--- config.mk ---
export PLATFORM = sky130hd
export DESIGN_NAME = esp_counter
export DESIGN_NICKNAME = d
export VERILOG_FILES = /design/src/rtl/esp_pkg.sv /design/src/rtl/esp_counter.sv
export VERILOG_INCLUDE_DIRS = /design/src /design/src/rtl
export SDC_FILE = /design/constraint.sdc
export NUM_CORES = 2
export LEC_CHECK = 0
export ABC_AREA = 1
export BUFFER_PORTS_ARGS = -buffer_cell sky130_fd_sc_hd__buf_2
export CAP_MARGIN = 10
export CORE_AREA = 2 2 332 416
export CTS_BUF_LIST = sky130_fd_sc_hd__clkbuf_4 sky130_fd_sc_hd__clkbuf_8
export CTS_CLUSTER_DIAMETER = 80
export DETAILED_ROUTE_END_ITERATION = 6
export DIE_AREA = 0 0 334 418
export GPL_TIMING_DRIVEN = 0
export HOLD_SLACK_MARGIN = 0.02
export PLACE_DENSITY = 0.65
export SYNTH_ARGS = -nofsm -noshare
export SYNTH_HDL_FRONTEND = slang
export SYNTH_SLANG_ARGS = --single-unit
--- constraint.sdc ---
create_clock -name clock -period 3 [get_ports clock]
set_input_delay 0.45 -clock clock [delete_from_list [all_inputs] [get_ports clock]]
set_output_delay 0.45 -clock clock [all_outputs]
set_load 0.01 [all_outputs]
--- src/rtl/esp_defs.svh ---
// constants for the edge separation and pulse counter channel
`ifndef ESP_DEFS_SVH
`define ESP_DEFS_SVH
// Notes on behaviour
// - counting of timebase edges starts on a start edge and stops on a gate edge
// - nothing is measured before arming; earlier edges have no effect
// - further start edges are ignored while a count is running
// - the stopping gate edge ends counting and pushes the count into the FIFO, except in sample-clocked mode where it is held
// - start, gate and timebase active edges each selectable rising or falling
// - single measurement keeps its one count and ignores all later edges
// - implicit buffered measurement waits for a new start edge after each gate edge, every count streamed out
// - sample-clocked measurement writes the latest finished count on a sample clock edge
// - overrun when no complete start and gate pair lands between sample clocks
// - single pulse waits the delay after arming, then holds the programmed width
// - triggered single pulse gives one pulse on the first trigger after arming, delay counted from trigger
// - finite train counts emitted pulses and stops at the programmed number
// - retriggerable mode launches per gate trigger, ignores gate while generating
// - delay on every trigger or first only; default on for single, off for trains
// - pause configuration refused for retriggered generation
// - continuous train alternates high and low phases, starts on arm or trigger
// - gate used as pause suspends generation while it is at its active level
// - continuous output frequency is timebase frequency over high plus low lengths
// - implicit buffered train takes idle and active lengths from each FIFO sample
// - sample-clocked train uses static settings until the first sample clock
// - a sample clock lets the running idle-then-active pulse finish first
// - the channel counters are 32 bits wide and independent
`define ESP_CNT_W 32
`define ESP_SPEC_W 64
`define ESP_IDLE_LSB 32
`define ESP_ACTIVE_LSB 0
`define ESP_FIFO_DEPTH 16
`define ESP_NPINS 4
`define ESP_PIN_START 0
`define ESP_PIN_GATE 1
`define ESP_PIN_TB 2
`define ESP_PIN_SAMPLE 3
`define ESP_MIN_TRIG_TICKS 2
`define ESP_RESET_STATE '0
`endif

--- src/rtl/esp_pkg.sv ---
// types for the edge separation and pulse counter channel
`include "esp_defs.svh"
package esp_pkg;
    typedef enum logic [3:0] {
        esp_meas_single, esp_meas_implicit, esp_meas_sampled,
        esp_gen_single, esp_gen_trig_single, esp_gen_finite, esp_gen_retrig,
        esp_gen_cont, esp_gen_buf_implicit, esp_gen_buf_sampled
    } esp_mode_t;

    typedef enum logic [3:0] {
        esp_st_idle, esp_st_wait_start, esp_st_count, esp_st_done,
        esp_st_wait_trig, esp_st_delay, esp_st_high, esp_st_low, esp_st_fetch
    } esp_phase_t;

    typedef struct packed {
        logic [`ESP_NPINS-1:0] s1;
        logic [`ESP_NPINS-1:0] s2;
        logic [`ESP_NPINS-1:0] s3;
        logic [`ESP_NPINS-1:0] filt;
        logic arm_q;
        esp_phase_t state;
        logic [`ESP_CNT_W-1:0] cnt;
        logic [`ESP_CNT_W-1:0] pulses;
        logic [`ESP_CNT_W-1:0] cur_low;
        logic [`ESP_CNT_W-1:0] cur_high;
        logic [`ESP_CNT_W-1:0] hold;
        logic [`ESP_CNT_W-1:0] last_count;
        logic hold_valid;
        logic samp_pend;
        logic first_trig;
        logic pulse_out;
        logic done;
        logic overrun;
        logic underflow;
        logic overflow;
        logic cfg_err;
    } esp_state_t;
endpackage : esp_pkg

--- src/rtl/esp_counter.sv ---
// counter channel: edge separation measurement and pulse generation, with its FIFO
`timescale 1ns/1ps
`include "esp_defs.svh"

module esp_fifo #(
    parameter int WIDTH = `ESP_SPEC_W,
    parameter int DEPTH = `ESP_FIFO_DEPTH
) (
    // clock and reset
    input wire logic clock,
    input wire logic resetn,
    // filling side
    input wire logic in_valid,
    input wire logic [WIDTH-1:0] in_data,
    output logic in_ready,
    // draining side
    output logic out_valid,
    output logic [WIDTH-1:0] out_data,
    input wire logic out_ready
);
    localparam int AW = $clog2(DEPTH);

    if (DEPTH < 2 || (DEPTH & (DEPTH - 1)) != 0 || WIDTH < 1)
    begin : g_bad_params
        $error("esp_fifo: depth must be a power of two of at least 2");
    end

    typedef struct packed {
        logic [DEPTH-1:0][WIDTH-1:0] mem;
        logic [AW-1:0] wp;
        logic [AW-1:0] rp;
        logic [AW:0] cnt;
    } esp_fifo_state_t;

    esp_fifo_state_t r;
    esp_fifo_state_t n;
    logic wr;
    logic rd;

    assign in_ready = r.cnt != (AW + 1)'(DEPTH);
    assign out_valid = r.cnt != '0;
    assign out_data = r.mem[r.rp];
    assign wr = in_valid && in_ready;
    assign rd = out_valid && out_ready;

    always_comb
    begin
        n = r;
        if (wr)
        begin
            n.mem[r.wp] = in_data;
            n.wp = AW'(r.wp + 1'b1);
        end
        if (rd)
            n.rp = AW'(r.rp + 1'b1);
        case ({wr, rd})
            2'b10: n.cnt = (AW + 1)'(r.cnt + 1'b1);
            2'b01: n.cnt = (AW + 1)'(r.cnt - 1'b1);
            default: n.cnt = r.cnt;
        endcase
    end

    always_ff @(posedge clock or negedge resetn)
    begin
        if (!resetn)
            r <= `ESP_RESET_STATE;
        else
            r <= n;
    end
endmodule : esp_fifo

module esp_counter #(
    parameter int FIFO_DEPTH = `ESP_FIFO_DEPTH
) (
    // clock and reset
    input wire logic clock,
    input wire logic resetn,
    // counter pins
    input wire logic start_edge_in,
    input wire logic gate_in,
    input wire logic timebase_in,
    input wire logic sample_clk_in,
    output logic pulse_out,
    // configuration
    input wire logic arm,
    input wire esp_pkg::esp_mode_t mode,
    input wire logic start_rise,
    input wire logic gate_rise,
    input wire logic timebase_rise,
    input wire logic sample_rise,
    input wire logic use_start_trigger,
    input wire logic gate_is_pause,
    input wire logic delay_every_override,
    input wire logic delay_every_trigger_setting,
    input wire logic [`ESP_CNT_W-1:0] delay_ticks,
    input wire logic [`ESP_CNT_W-1:0] high_ticks,
    input wire logic [`ESP_CNT_W-1:0] low_ticks,
    input wire logic [`ESP_CNT_W-1:0] pulse_count,
    // status
    output logic busy,
    output logic done,
    output logic [`ESP_CNT_W-1:0] last_count,
    output logic overrun_err,
    output logic underflow_err,
    output logic overflow_err,
    output logic config_err,
    // pulse specification stream in
    input wire logic spec_valid,
    input wire logic [`ESP_SPEC_W-1:0] spec_data,
    output logic spec_ready,
    // measurement result stream out
    output logic res_valid,
    output logic [`ESP_CNT_W-1:0] res_data,
    input wire logic res_ready
);
    import esp_pkg::*;

    if (FIFO_DEPTH < 2 || (FIFO_DEPTH & (FIFO_DEPTH - 1)) != 0)
    begin : g_bad_depth
        $error("esp_counter: FIFO depth must be a power of two of at least 2");
    end

    function automatic logic [`ESP_CNT_W-1:0] esp_len(input logic [`ESP_CNT_W-1:0] x);
        return (x == '0) ? `ESP_CNT_W'(1) : x;
    endfunction : esp_len

    function automatic logic esp_pick(input logic rise_sel, input logic r_ev, input logic f_ev);
        return rise_sel ? r_ev : f_ev;
    endfunction : esp_pick

    esp_state_t r;
    esp_state_t n;
    logic [`ESP_NPINS-1:0] chg;
    logic [`ESP_NPINS-1:0] rise;
    logic [`ESP_NPINS-1:0] fall;
    logic start_evt;
    logic gate_evt;
    logic tb_tick;
    logic samp_evt;
    logic arm_evt;
    logic meas_mode;
    logic buf_gen;
    logic gate_trig;
    logic paused;
    logic tick_en;
    logic pause_conflict;
    logic delay_every;
    logic push;
    logic [`ESP_CNT_W-1:0] push_data;
    logic pop;
    logic f_in_valid;
    logic [`ESP_SPEC_W-1:0] f_in_data;
    logic f_in_ready;
    logic f_out_valid;
    logic [`ESP_SPEC_W-1:0] f_out_data;
    logic f_out_ready;
    logic [`ESP_CNT_W-1:0] pulses_inc;

    // a level change counts once the second and third stages agree
    assign chg = ~(r.s2 ^ r.s3) & (r.s3 ^ r.filt);
    assign rise = chg & r.s3;
    assign fall = chg & ~r.s3;
    assign start_evt = esp_pick(start_rise, rise[`ESP_PIN_START], fall[`ESP_PIN_START]);
    assign gate_evt = esp_pick(gate_rise, rise[`ESP_PIN_GATE], fall[`ESP_PIN_GATE]);
    assign tb_tick = esp_pick(timebase_rise, rise[`ESP_PIN_TB], fall[`ESP_PIN_TB]);
    assign samp_evt = esp_pick(sample_rise, rise[`ESP_PIN_SAMPLE], fall[`ESP_PIN_SAMPLE]);
    assign arm_evt = arm && !r.arm_q;

    assign meas_mode = mode inside {esp_meas_single, esp_meas_implicit, esp_meas_sampled};
    assign buf_gen = mode inside {esp_gen_buf_implicit, esp_gen_buf_sampled};
    assign gate_trig = mode inside {esp_gen_trig_single, esp_gen_retrig}
        || (mode == esp_gen_cont && use_start_trigger);
    assign pause_conflict = gate_is_pause && mode == esp_gen_retrig;
    // pause holds while the gate sits at its active level
    assign paused = gate_is_pause && !gate_trig && !meas_mode
        && (r.filt[`ESP_PIN_GATE] == gate_rise);
    assign tick_en = tb_tick && !paused;
    // without override, delay repeats for single pulses and not for trains
    assign delay_every = delay_every_override ? delay_every_trigger_setting
        : (pulse_count <= `ESP_CNT_W'(1));
    assign pulses_inc = r.pulses + `ESP_CNT_W'(1);

    // the one FIFO carries results out when measuring, pulse specs in for buffered generation
    assign f_in_valid = buf_gen ? spec_valid : push;
    assign f_in_data = buf_gen ? spec_data : {`ESP_CNT_W'(0), push_data};
    assign spec_ready = buf_gen && f_in_ready;
    assign res_valid = meas_mode && f_out_valid;
    assign res_data = f_out_data[`ESP_CNT_W-1:0];
    assign f_out_ready = meas_mode ? res_ready : pop;

    assign pulse_out = r.pulse_out;
    assign busy = !(r.state inside {esp_st_idle, esp_st_done});
    assign done = r.done;
    assign last_count = r.last_count;
    assign overrun_err = r.overrun;
    assign underflow_err = r.underflow;
    assign overflow_err = r.overflow;
    assign config_err = r.cfg_err;

    esp_fifo #(
        .WIDTH(`ESP_SPEC_W),
        .DEPTH(FIFO_DEPTH)
    ) u_fifo (
        .clock(clock),
        .resetn(resetn),
        .in_valid(f_in_valid),
        .in_data(f_in_data),
        .in_ready(f_in_ready),
        .out_valid(f_out_valid),
        .out_data(f_out_data),
        .out_ready(f_out_ready)
    );

    always_comb
    begin
        n = r;
        push = 1'b0;
        push_data = r.cnt;
        pop = 1'b0;
        n.s1 = {sample_clk_in, timebase_in, gate_in, start_edge_in};
        n.s2 = r.s1;
        n.s3 = r.s2;
        n.filt = (r.filt & ~chg) | (r.s3 & chg);
        n.arm_q = arm;
        n.cfg_err = pause_conflict;
        // sample clock moves a finished count out, or flags a missing pair
        if (arm && mode == esp_meas_sampled && r.state != esp_st_idle && samp_evt)
        begin
            if (r.hold_valid)
            begin
                push = 1'b1;
                push_data = r.hold;
                n.hold_valid = 1'b0;
            end
            else
                n.overrun = 1'b1;
        end
        if (!arm)
        begin
            n.state = esp_st_idle;
            n.hold_valid = 1'b0;
            n.samp_pend = 1'b0;
        end
        else
        begin
            case (r.state)
                esp_st_idle:
                    if (arm_evt && !pause_conflict)
                    begin
                        n.done = 1'b0;
                        n.overrun = 1'b0;
                        n.underflow = 1'b0;
                        n.overflow = 1'b0;
                        n.pulses = '0;
                        n.first_trig = 1'b1;
                        n.cur_low = low_ticks;
                        n.cur_high = high_ticks;
                        if (meas_mode)
                            n.state = esp_st_wait_start;
                        else if (gate_trig)
                            n.state = esp_st_wait_trig;
                        else if (mode == esp_gen_buf_implicit)
                            n.state = esp_st_fetch;
                        else if (delay_ticks != '0)
                        begin
                            n.state = esp_st_delay;
                            n.cnt = delay_ticks;
                        end
                        else
                        begin
                            n.state = esp_st_high;
                            n.cnt = esp_len(high_ticks);
                        end
                    end
                esp_st_wait_start:
                    if (start_evt)
                    begin
                        n.state = esp_st_count;
                        n.cnt = '0;
                    end
                esp_st_count:
                    if (gate_evt)
                    begin
                        n.last_count = r.cnt;
                        if (mode == esp_meas_sampled)
                        begin
                            n.hold = r.cnt;
                            n.hold_valid = 1'b1;
                        end
                        else
                            push = 1'b1;
                        if (mode == esp_meas_single)
                        begin
                            n.state = esp_st_done;
                            n.done = 1'b1;
                        end
                        else
                            n.state = esp_st_wait_start;
                    end
                    else if (tb_tick)
                        n.cnt = r.cnt + `ESP_CNT_W'(1);
                esp_st_wait_trig:
                    if (gate_evt)
                    begin
                        n.first_trig = 1'b0;
                        n.pulses = '0;
                        if ((r.first_trig || delay_every) && delay_ticks != '0)
                        begin
                            n.state = esp_st_delay;
                            n.cnt = delay_ticks;
                        end
                        else
                        begin
                            n.state = esp_st_high;
                            n.cnt = esp_len(r.cur_high);
                        end
                    end
                esp_st_delay:
                    if (tick_en)
                    begin
                        if (r.cnt <= `ESP_CNT_W'(1))
                        begin
                            n.state = esp_st_high;
                            n.cnt = esp_len(r.cur_high);
                        end
                        else
                            n.cnt = r.cnt - `ESP_CNT_W'(1);
                    end
                esp_st_low:
                    if (tick_en)
                    begin
                        if (r.cnt <= `ESP_CNT_W'(1))
                        begin
                            n.state = esp_st_high;
                            n.cnt = esp_len(r.cur_high);
                        end
                        else
                            n.cnt = r.cnt - `ESP_CNT_W'(1);
                    end
                esp_st_high:
                    if (tick_en && r.cnt > `ESP_CNT_W'(1))
                        n.cnt = r.cnt - `ESP_CNT_W'(1);
                    else if (tick_en)
                    begin
                        n.pulses = pulses_inc;
                        n.state = esp_st_low;
                        n.cnt = esp_len(r.cur_low);
                        case (mode)
                            esp_gen_single, esp_gen_trig_single:
                            begin
                                n.state = esp_st_done;
                                n.done = 1'b1;
                            end
                            esp_gen_finite:
                                if (pulses_inc >= esp_len(pulse_count))
                                begin
                                    n.state = esp_st_done;
                                    n.done = 1'b1;
                                end
                            esp_gen_retrig:
                                if (pulses_inc >= esp_len(pulse_count))
                                    n.state = esp_st_wait_trig;
                            esp_gen_buf_implicit:
                                n.state = esp_st_fetch;
                            esp_gen_buf_sampled:
                                if (r.samp_pend)
                                begin
                                    n.samp_pend = 1'b0;
                                    if (f_out_valid)
                                    begin
                                        pop = 1'b1;
                                        n.cur_low = f_out_data[`ESP_IDLE_LSB +: `ESP_CNT_W];
                                        n.cur_high = f_out_data[`ESP_ACTIVE_LSB +: `ESP_CNT_W];
                                        n.cnt = esp_len(f_out_data[`ESP_IDLE_LSB +: `ESP_CNT_W]);
                                    end
                                    else
                                        n.underflow = 1'b1;
                                end
                            default:
                                n.state = esp_st_low;
                        endcase
                    end
                esp_st_fetch:
                    if (f_out_valid)
                    begin
                        pop = 1'b1;
                        n.cur_low = f_out_data[`ESP_IDLE_LSB +: `ESP_CNT_W];
                        n.cur_high = f_out_data[`ESP_ACTIVE_LSB +: `ESP_CNT_W];
                        n.cnt = esp_len(f_out_data[`ESP_IDLE_LSB +: `ESP_CNT_W]);
                        n.state = esp_st_low;
                    end
                    else if (r.pulses != '0)
                    begin
                        n.underflow = 1'b1;
                        n.state = esp_st_done;
                        n.done = 1'b1;
                    end
                default:
                    n.state = r.state;
            endcase
            if (mode == esp_gen_buf_sampled && samp_evt && r.state != esp_st_idle)
                n.samp_pend = 1'b1;
        end
        if (push && !f_in_ready)
            n.overflow = 1'b1;
        n.pulse_out = n.state == esp_st_high;
    end

    always_ff @(posedge clock or negedge resetn)
    begin
        if (!resetn)
            r <= `ESP_RESET_STATE;
        else
            r <= n;
    end
endmodule : esp_counter

==> impl_results.md <==
* Outcome: complete, but fails checks
* Violations in the final reports: setup timing
* Layout cell share with drive strength beyond 1 at a little over a fifth
* Vias after detailed routing at slightly above 70000
* Flops & latches, synth at 1259
* Fmax at approximately 270 MHz
* Synth cell types at 53
* Layout Cell Area excl Fill at between 0.08 and 0.09 mm2
* Detailed-placement wirelength estimate at approximately 250 mm
* Synth Cell Area at 0.0662 mm2
* Worst setup slack before clock tree synthesis at -1770 ps
* Post-Place Cell Area at between 0.07 and 0.08 mm2
* Max VDD drop at approximately 700 uV
* Critical Path End Type: flip-flop
* Proportion of power drawn by the clock network at between 10% and 20%
* Starting density of the core at approximately half
* Setup repair after global routing missed its margin: yes
* Total global routing overflow at 0
* CTS root buf: sky130_fd_sc_hd__clkbuf_8
* Most used cells in the layout excluding fill and tap cells: sky130_fd_sc_hd__nand2_1 (2266), sky130_fd_sc_hd__dfrtp_1 (1233), sky130_fd_sc_hd__o21ai_0 (906), sky130_fd_sc_hd__inv_1 (785), sky130_fd_sc_hd__o21a_1 (527)
* Final worst-path cycle share at 125%
* Number of enable-type register cells in the synthesized netlist at 0
* Antenna-violating nets left at 0
* Placer's final routability congestion estimate at 1.03
* PnR Total Power at roughly 0.095 W
* Area contributors post-synth: sky130_fd_sc_hd__dfrtp_1 (48%), sky130_fd_sc_hd__nand2_1 (13%), sky130_fd_sc_hd__o21ai_0 (8.2%), sky130_fd_sc_hd__o21a_1 (6.0%), sky130_fd_sc_hd__inv_1 (4.6%)
* Hold path startpoint: spec_data[18]
* Share of the yosys chip area belonging to registers at 47.6%
* Die Width at 334 um
* Final core area utilization at approximately three fifths
* Share of total power in combinational logic at between 50% and 60%
* Global routing usage on met1 at 56.6%
* Slack of the worst reg-to-reg path at -760 ps
* Die Footprint at approximately 0.14 mm2
* CP required at ~3900 ps
* Number of search-and-repair iterations in the first detailed-routing pass at 7
* Syn_nets at between 8000 and 9000
* Wire length per cell at 30.0 um
* Clock slew at the register clock pins of the worst setup and hold paths at ~70 ps
* Smallest hold slack at around 29 ps
* Die Y at roughly 420 um
* Share of power burned in registers at 28.7%
* Worst hold path class: in2reg
* Length in cells of the worst reg-to-reg path at 21
* Count of routing violations after the opening detailed-route iteration at between 9000 and 10000
* Synthesis Warnings at 0
* Critical Setup Path Class: reg2reg
* Number of global-route vias before repair at 67600
* Cell type contributing the most total cell area after synthesis: sky130_fd_sc_hd__dfrtp_1
* Leakage power summed over all cells at ~39 nW
* Max-cap viol count at 0
* # nets final at just under 10000
* Synth top area share at between 40% and 50%
* GR peak layer: met2
* Hold Path Sink: u_fifo.r[607]
* Worst hold path stage count at 5
* CP max FO at 5
* Number of max-slew violations in the final report at 0
* Ratio of routed vias to standard cells at approximately 6.2
* CTS tree: yes
* Clock period minus final worst setup slack at around 3800 ps
* Power per Cell Area at about 1100 mW/mm2
* DR DRC count at 0
* Maximum root-to-sink buffer count at 3
* Area growth, synth to finish at 26.6%
* Depth of the CTS H-tree at 4
* Most frequent standard cell in the layout excluding fill and tap cells: sky130_fd_sc_hd__nand2_1
* Skew-Pair Late Insertion Delay at approximately 1000 ps
* Cell count after synthesis at ~8600
* Met3 usage at approximately 16%
* Net switching component of the power at 0.0454 W
* GRT Util Overall at approximately 48%
* Maximum clock skew at final layout at 62.9 ps
* Cts bufs inserted at ~210
* Maximum number of pins on one net before global-route repair at around 180
* Relative slew slack at 20.4%
* First-pass GRT wire length at approximately 480 mm
* Sinks on Clock Net at around 1300
* Critical register-to-register path startpoint: r[137]
* CORE AREA at ~0.14 mm2
* Actual transition at the worst max-transition pin at ~1200 ps
* Total Routed Length at 344 mm
* Data arrival at the endpoint of the critical path at about 4700 ps
* Primary flip-flop cell chosen by synthesis mapping: sky130_fd_sc_hd__dfrtp_1
* Antenna violations before repair at 22
* Fraction of registers with async set/reset at 100%
* Int Power at 0.0499 W
* Final hold vios at 0
* Setup violation total in the final timing report at between 50 and 60
* Number of port buffers at approximately 290
* Crit Reg-Reg Endpoint: pulse_out
* Critical path launch point type: flip-flop
* Final worst slack at -764 ps
* Number of placed I/O pins at around 290
* Met2 global-route usage at between 70% and 80%
* Average footprint of a synthesized cell at between 7 and 8 um2
* Switching power as a share of total power at 47.7%
* Number of rows created at floorplan at 151
-- flip-flops by register name (all words and copies together) (netlist names), named ones only --
register / count
config_err: 1
underflow_err: 1
overflow_err: 1
pulse_out: 1
n: 8
done: 1
overrun_err: 1
r: 172
last_count: 32
u_fifo.r: 1037
-- metrics by stage --
step / cells / TNS (ps)
floorplan: 8634 / -740
global placement: 10700 / -
detailed placement: 10700 / -1095450
CTS: 11300 / -20430
global route: 11400 / -21330
finish: 11400 / -21000
-- power by group through the flow --
stage	combinational, W	clock (W)	sequential (W)
2_1_floorplan	0.0204	0	0.0259
6_report	0.0510	0.0169	0.0274
3_3_place_gp	0.0366	0	0.0269
3_5_place_dp	0.0371	0	0.0270
5_1_grt	0.0524	0.0176	0.0279
4_1_cts	0.0444	0.0168	0.0270
-- how the worst max path moves through the flow --
stage / start / endpoint / depth (start not counted)
after floorplan: r[137] / pulse_out / 24
after CTS: r[138] / pulse_out / 24
after global placement: resetn / u_fifo.r[287] / 1
final: r[137] / pulse_out / 21
after global routing: r[138] / pulse_out / 34
after detailed placement: u_fifo.r[5] / r[188] / 13
-- area by class of cell --
type,instances,area (um2)
diodes,13,32.5
plain buffers,593,4730
clock buffers,353,4350
clock inverters,28,238
fillers,12000,51500
inverters,857,3360
multi-input cells,5904,31600
flip-flops and latches,1259,31500
well taps,1759,2200
repair buffers,682,5690
-- cell usage after synthesis, types with 27 or more instances --
master	number
sky130_fd_sc_hd__nand2_1	2354
sky130_fd_sc_hd__dfrtp_1	1259
sky130_fd_sc_hd__o21ai_0	1079
sky130_fd_sc_hd__inv_1	816
sky130_fd_sc_hd__nor2_1	540
sky130_fd_sc_hd__o21a_1	527
sky130_fd_sc_hd__nand3_1	414
sky130_fd_sc_hd__a21oi_1	406
sky130_fd_sc_hd__clkbuf_1	280
sky130_fd_sc_hd__buf_2	257
sky130_fd_sc_hd__nand4_1	126
sky130_fd_sc_hd__o211ai_1	116
sky130_fd_sc_hd__xor2_1	47
sky130_fd_sc_hd__ha_1	46
sky130_fd_sc_hd__buf_4	39
sky130_fd_sc_hd__buf_1	37
sky130_fd_sc_hd__o21ai_1	37
sky130_fd_sc_hd__a31oi_1	36
sky130_fd_sc_hd__nor3_1	30
sky130_fd_sc_hd__nor4_1	29
sky130_fd_sc_hd__o21ai_2	27
-- metal layers --
metal	vias up	routed length, um
met4	14	34800
met2	5070	147000
met1	34000	120000
met5	-	89
met3	1564	42400
li1	29900	-
-- cell families after synthesis --
group	share of synthesized area, %
buf+inv	9.07
flops	47.6
xor+xnor	0.635
fa+ha+maj	0.900
compound gates	20.2
simple gates	21.6
-- worst max-delay path: stages, from the launching register on --
cell and delay (ps):
sky130_fd_sc_hd__dfrtp_1 370, sky130_fd_sc_hd__buf_4 120, sky130_fd_sc_hd__nand3_2 150, sky130_fd_sc_hd__nor3_4 290
sky130_fd_sc_hd__inv_1 80, sky130_fd_sc_hd__nor2_1 210, sky130_fd_sc_hd__and3_1 260, sky130_fd_sc_hd__nand4_1 110
sky130_fd_sc_hd__xor2_1 260, sky130_fd_sc_hd__inv_1 80, sky130_fd_sc_hd__ha_1 300, sky130_fd_sc_hd__nand2_1 80
sky130_fd_sc_hd__nor2_2 120, sky130_fd_sc_hd__nand4_1 230, sky130_fd_sc_hd__nor4_4 360, sky130_fd_sc_hd__nand3_2 160
sky130_fd_sc_hd__nand4_1 120, sky130_fd_sc_hd__nand2_1 80, sky130_fd_sc_hd__nand2_1 90, sky130_fd_sc_hd__nand2_1 60
sky130_fd_sc_hd__nand3_1 90, sky130_fd_sc_hd__nor2_2 50
-- repair_timing --
| action | CTS | global route |
|---|---|---|
| setup buffers | 148 | 91 |
| gates cloned | 11 | 14 |
| hold buffers | 128 | 2 |
| gates resized for setup | 1185 | 621 |
| hold endpoints to repair | 377 | 95 |
| endpoints found under the setup margin | 1234 | 1288 |
| pin swaps | 148 | 208 |
Power figures use the tool's default switching activity.
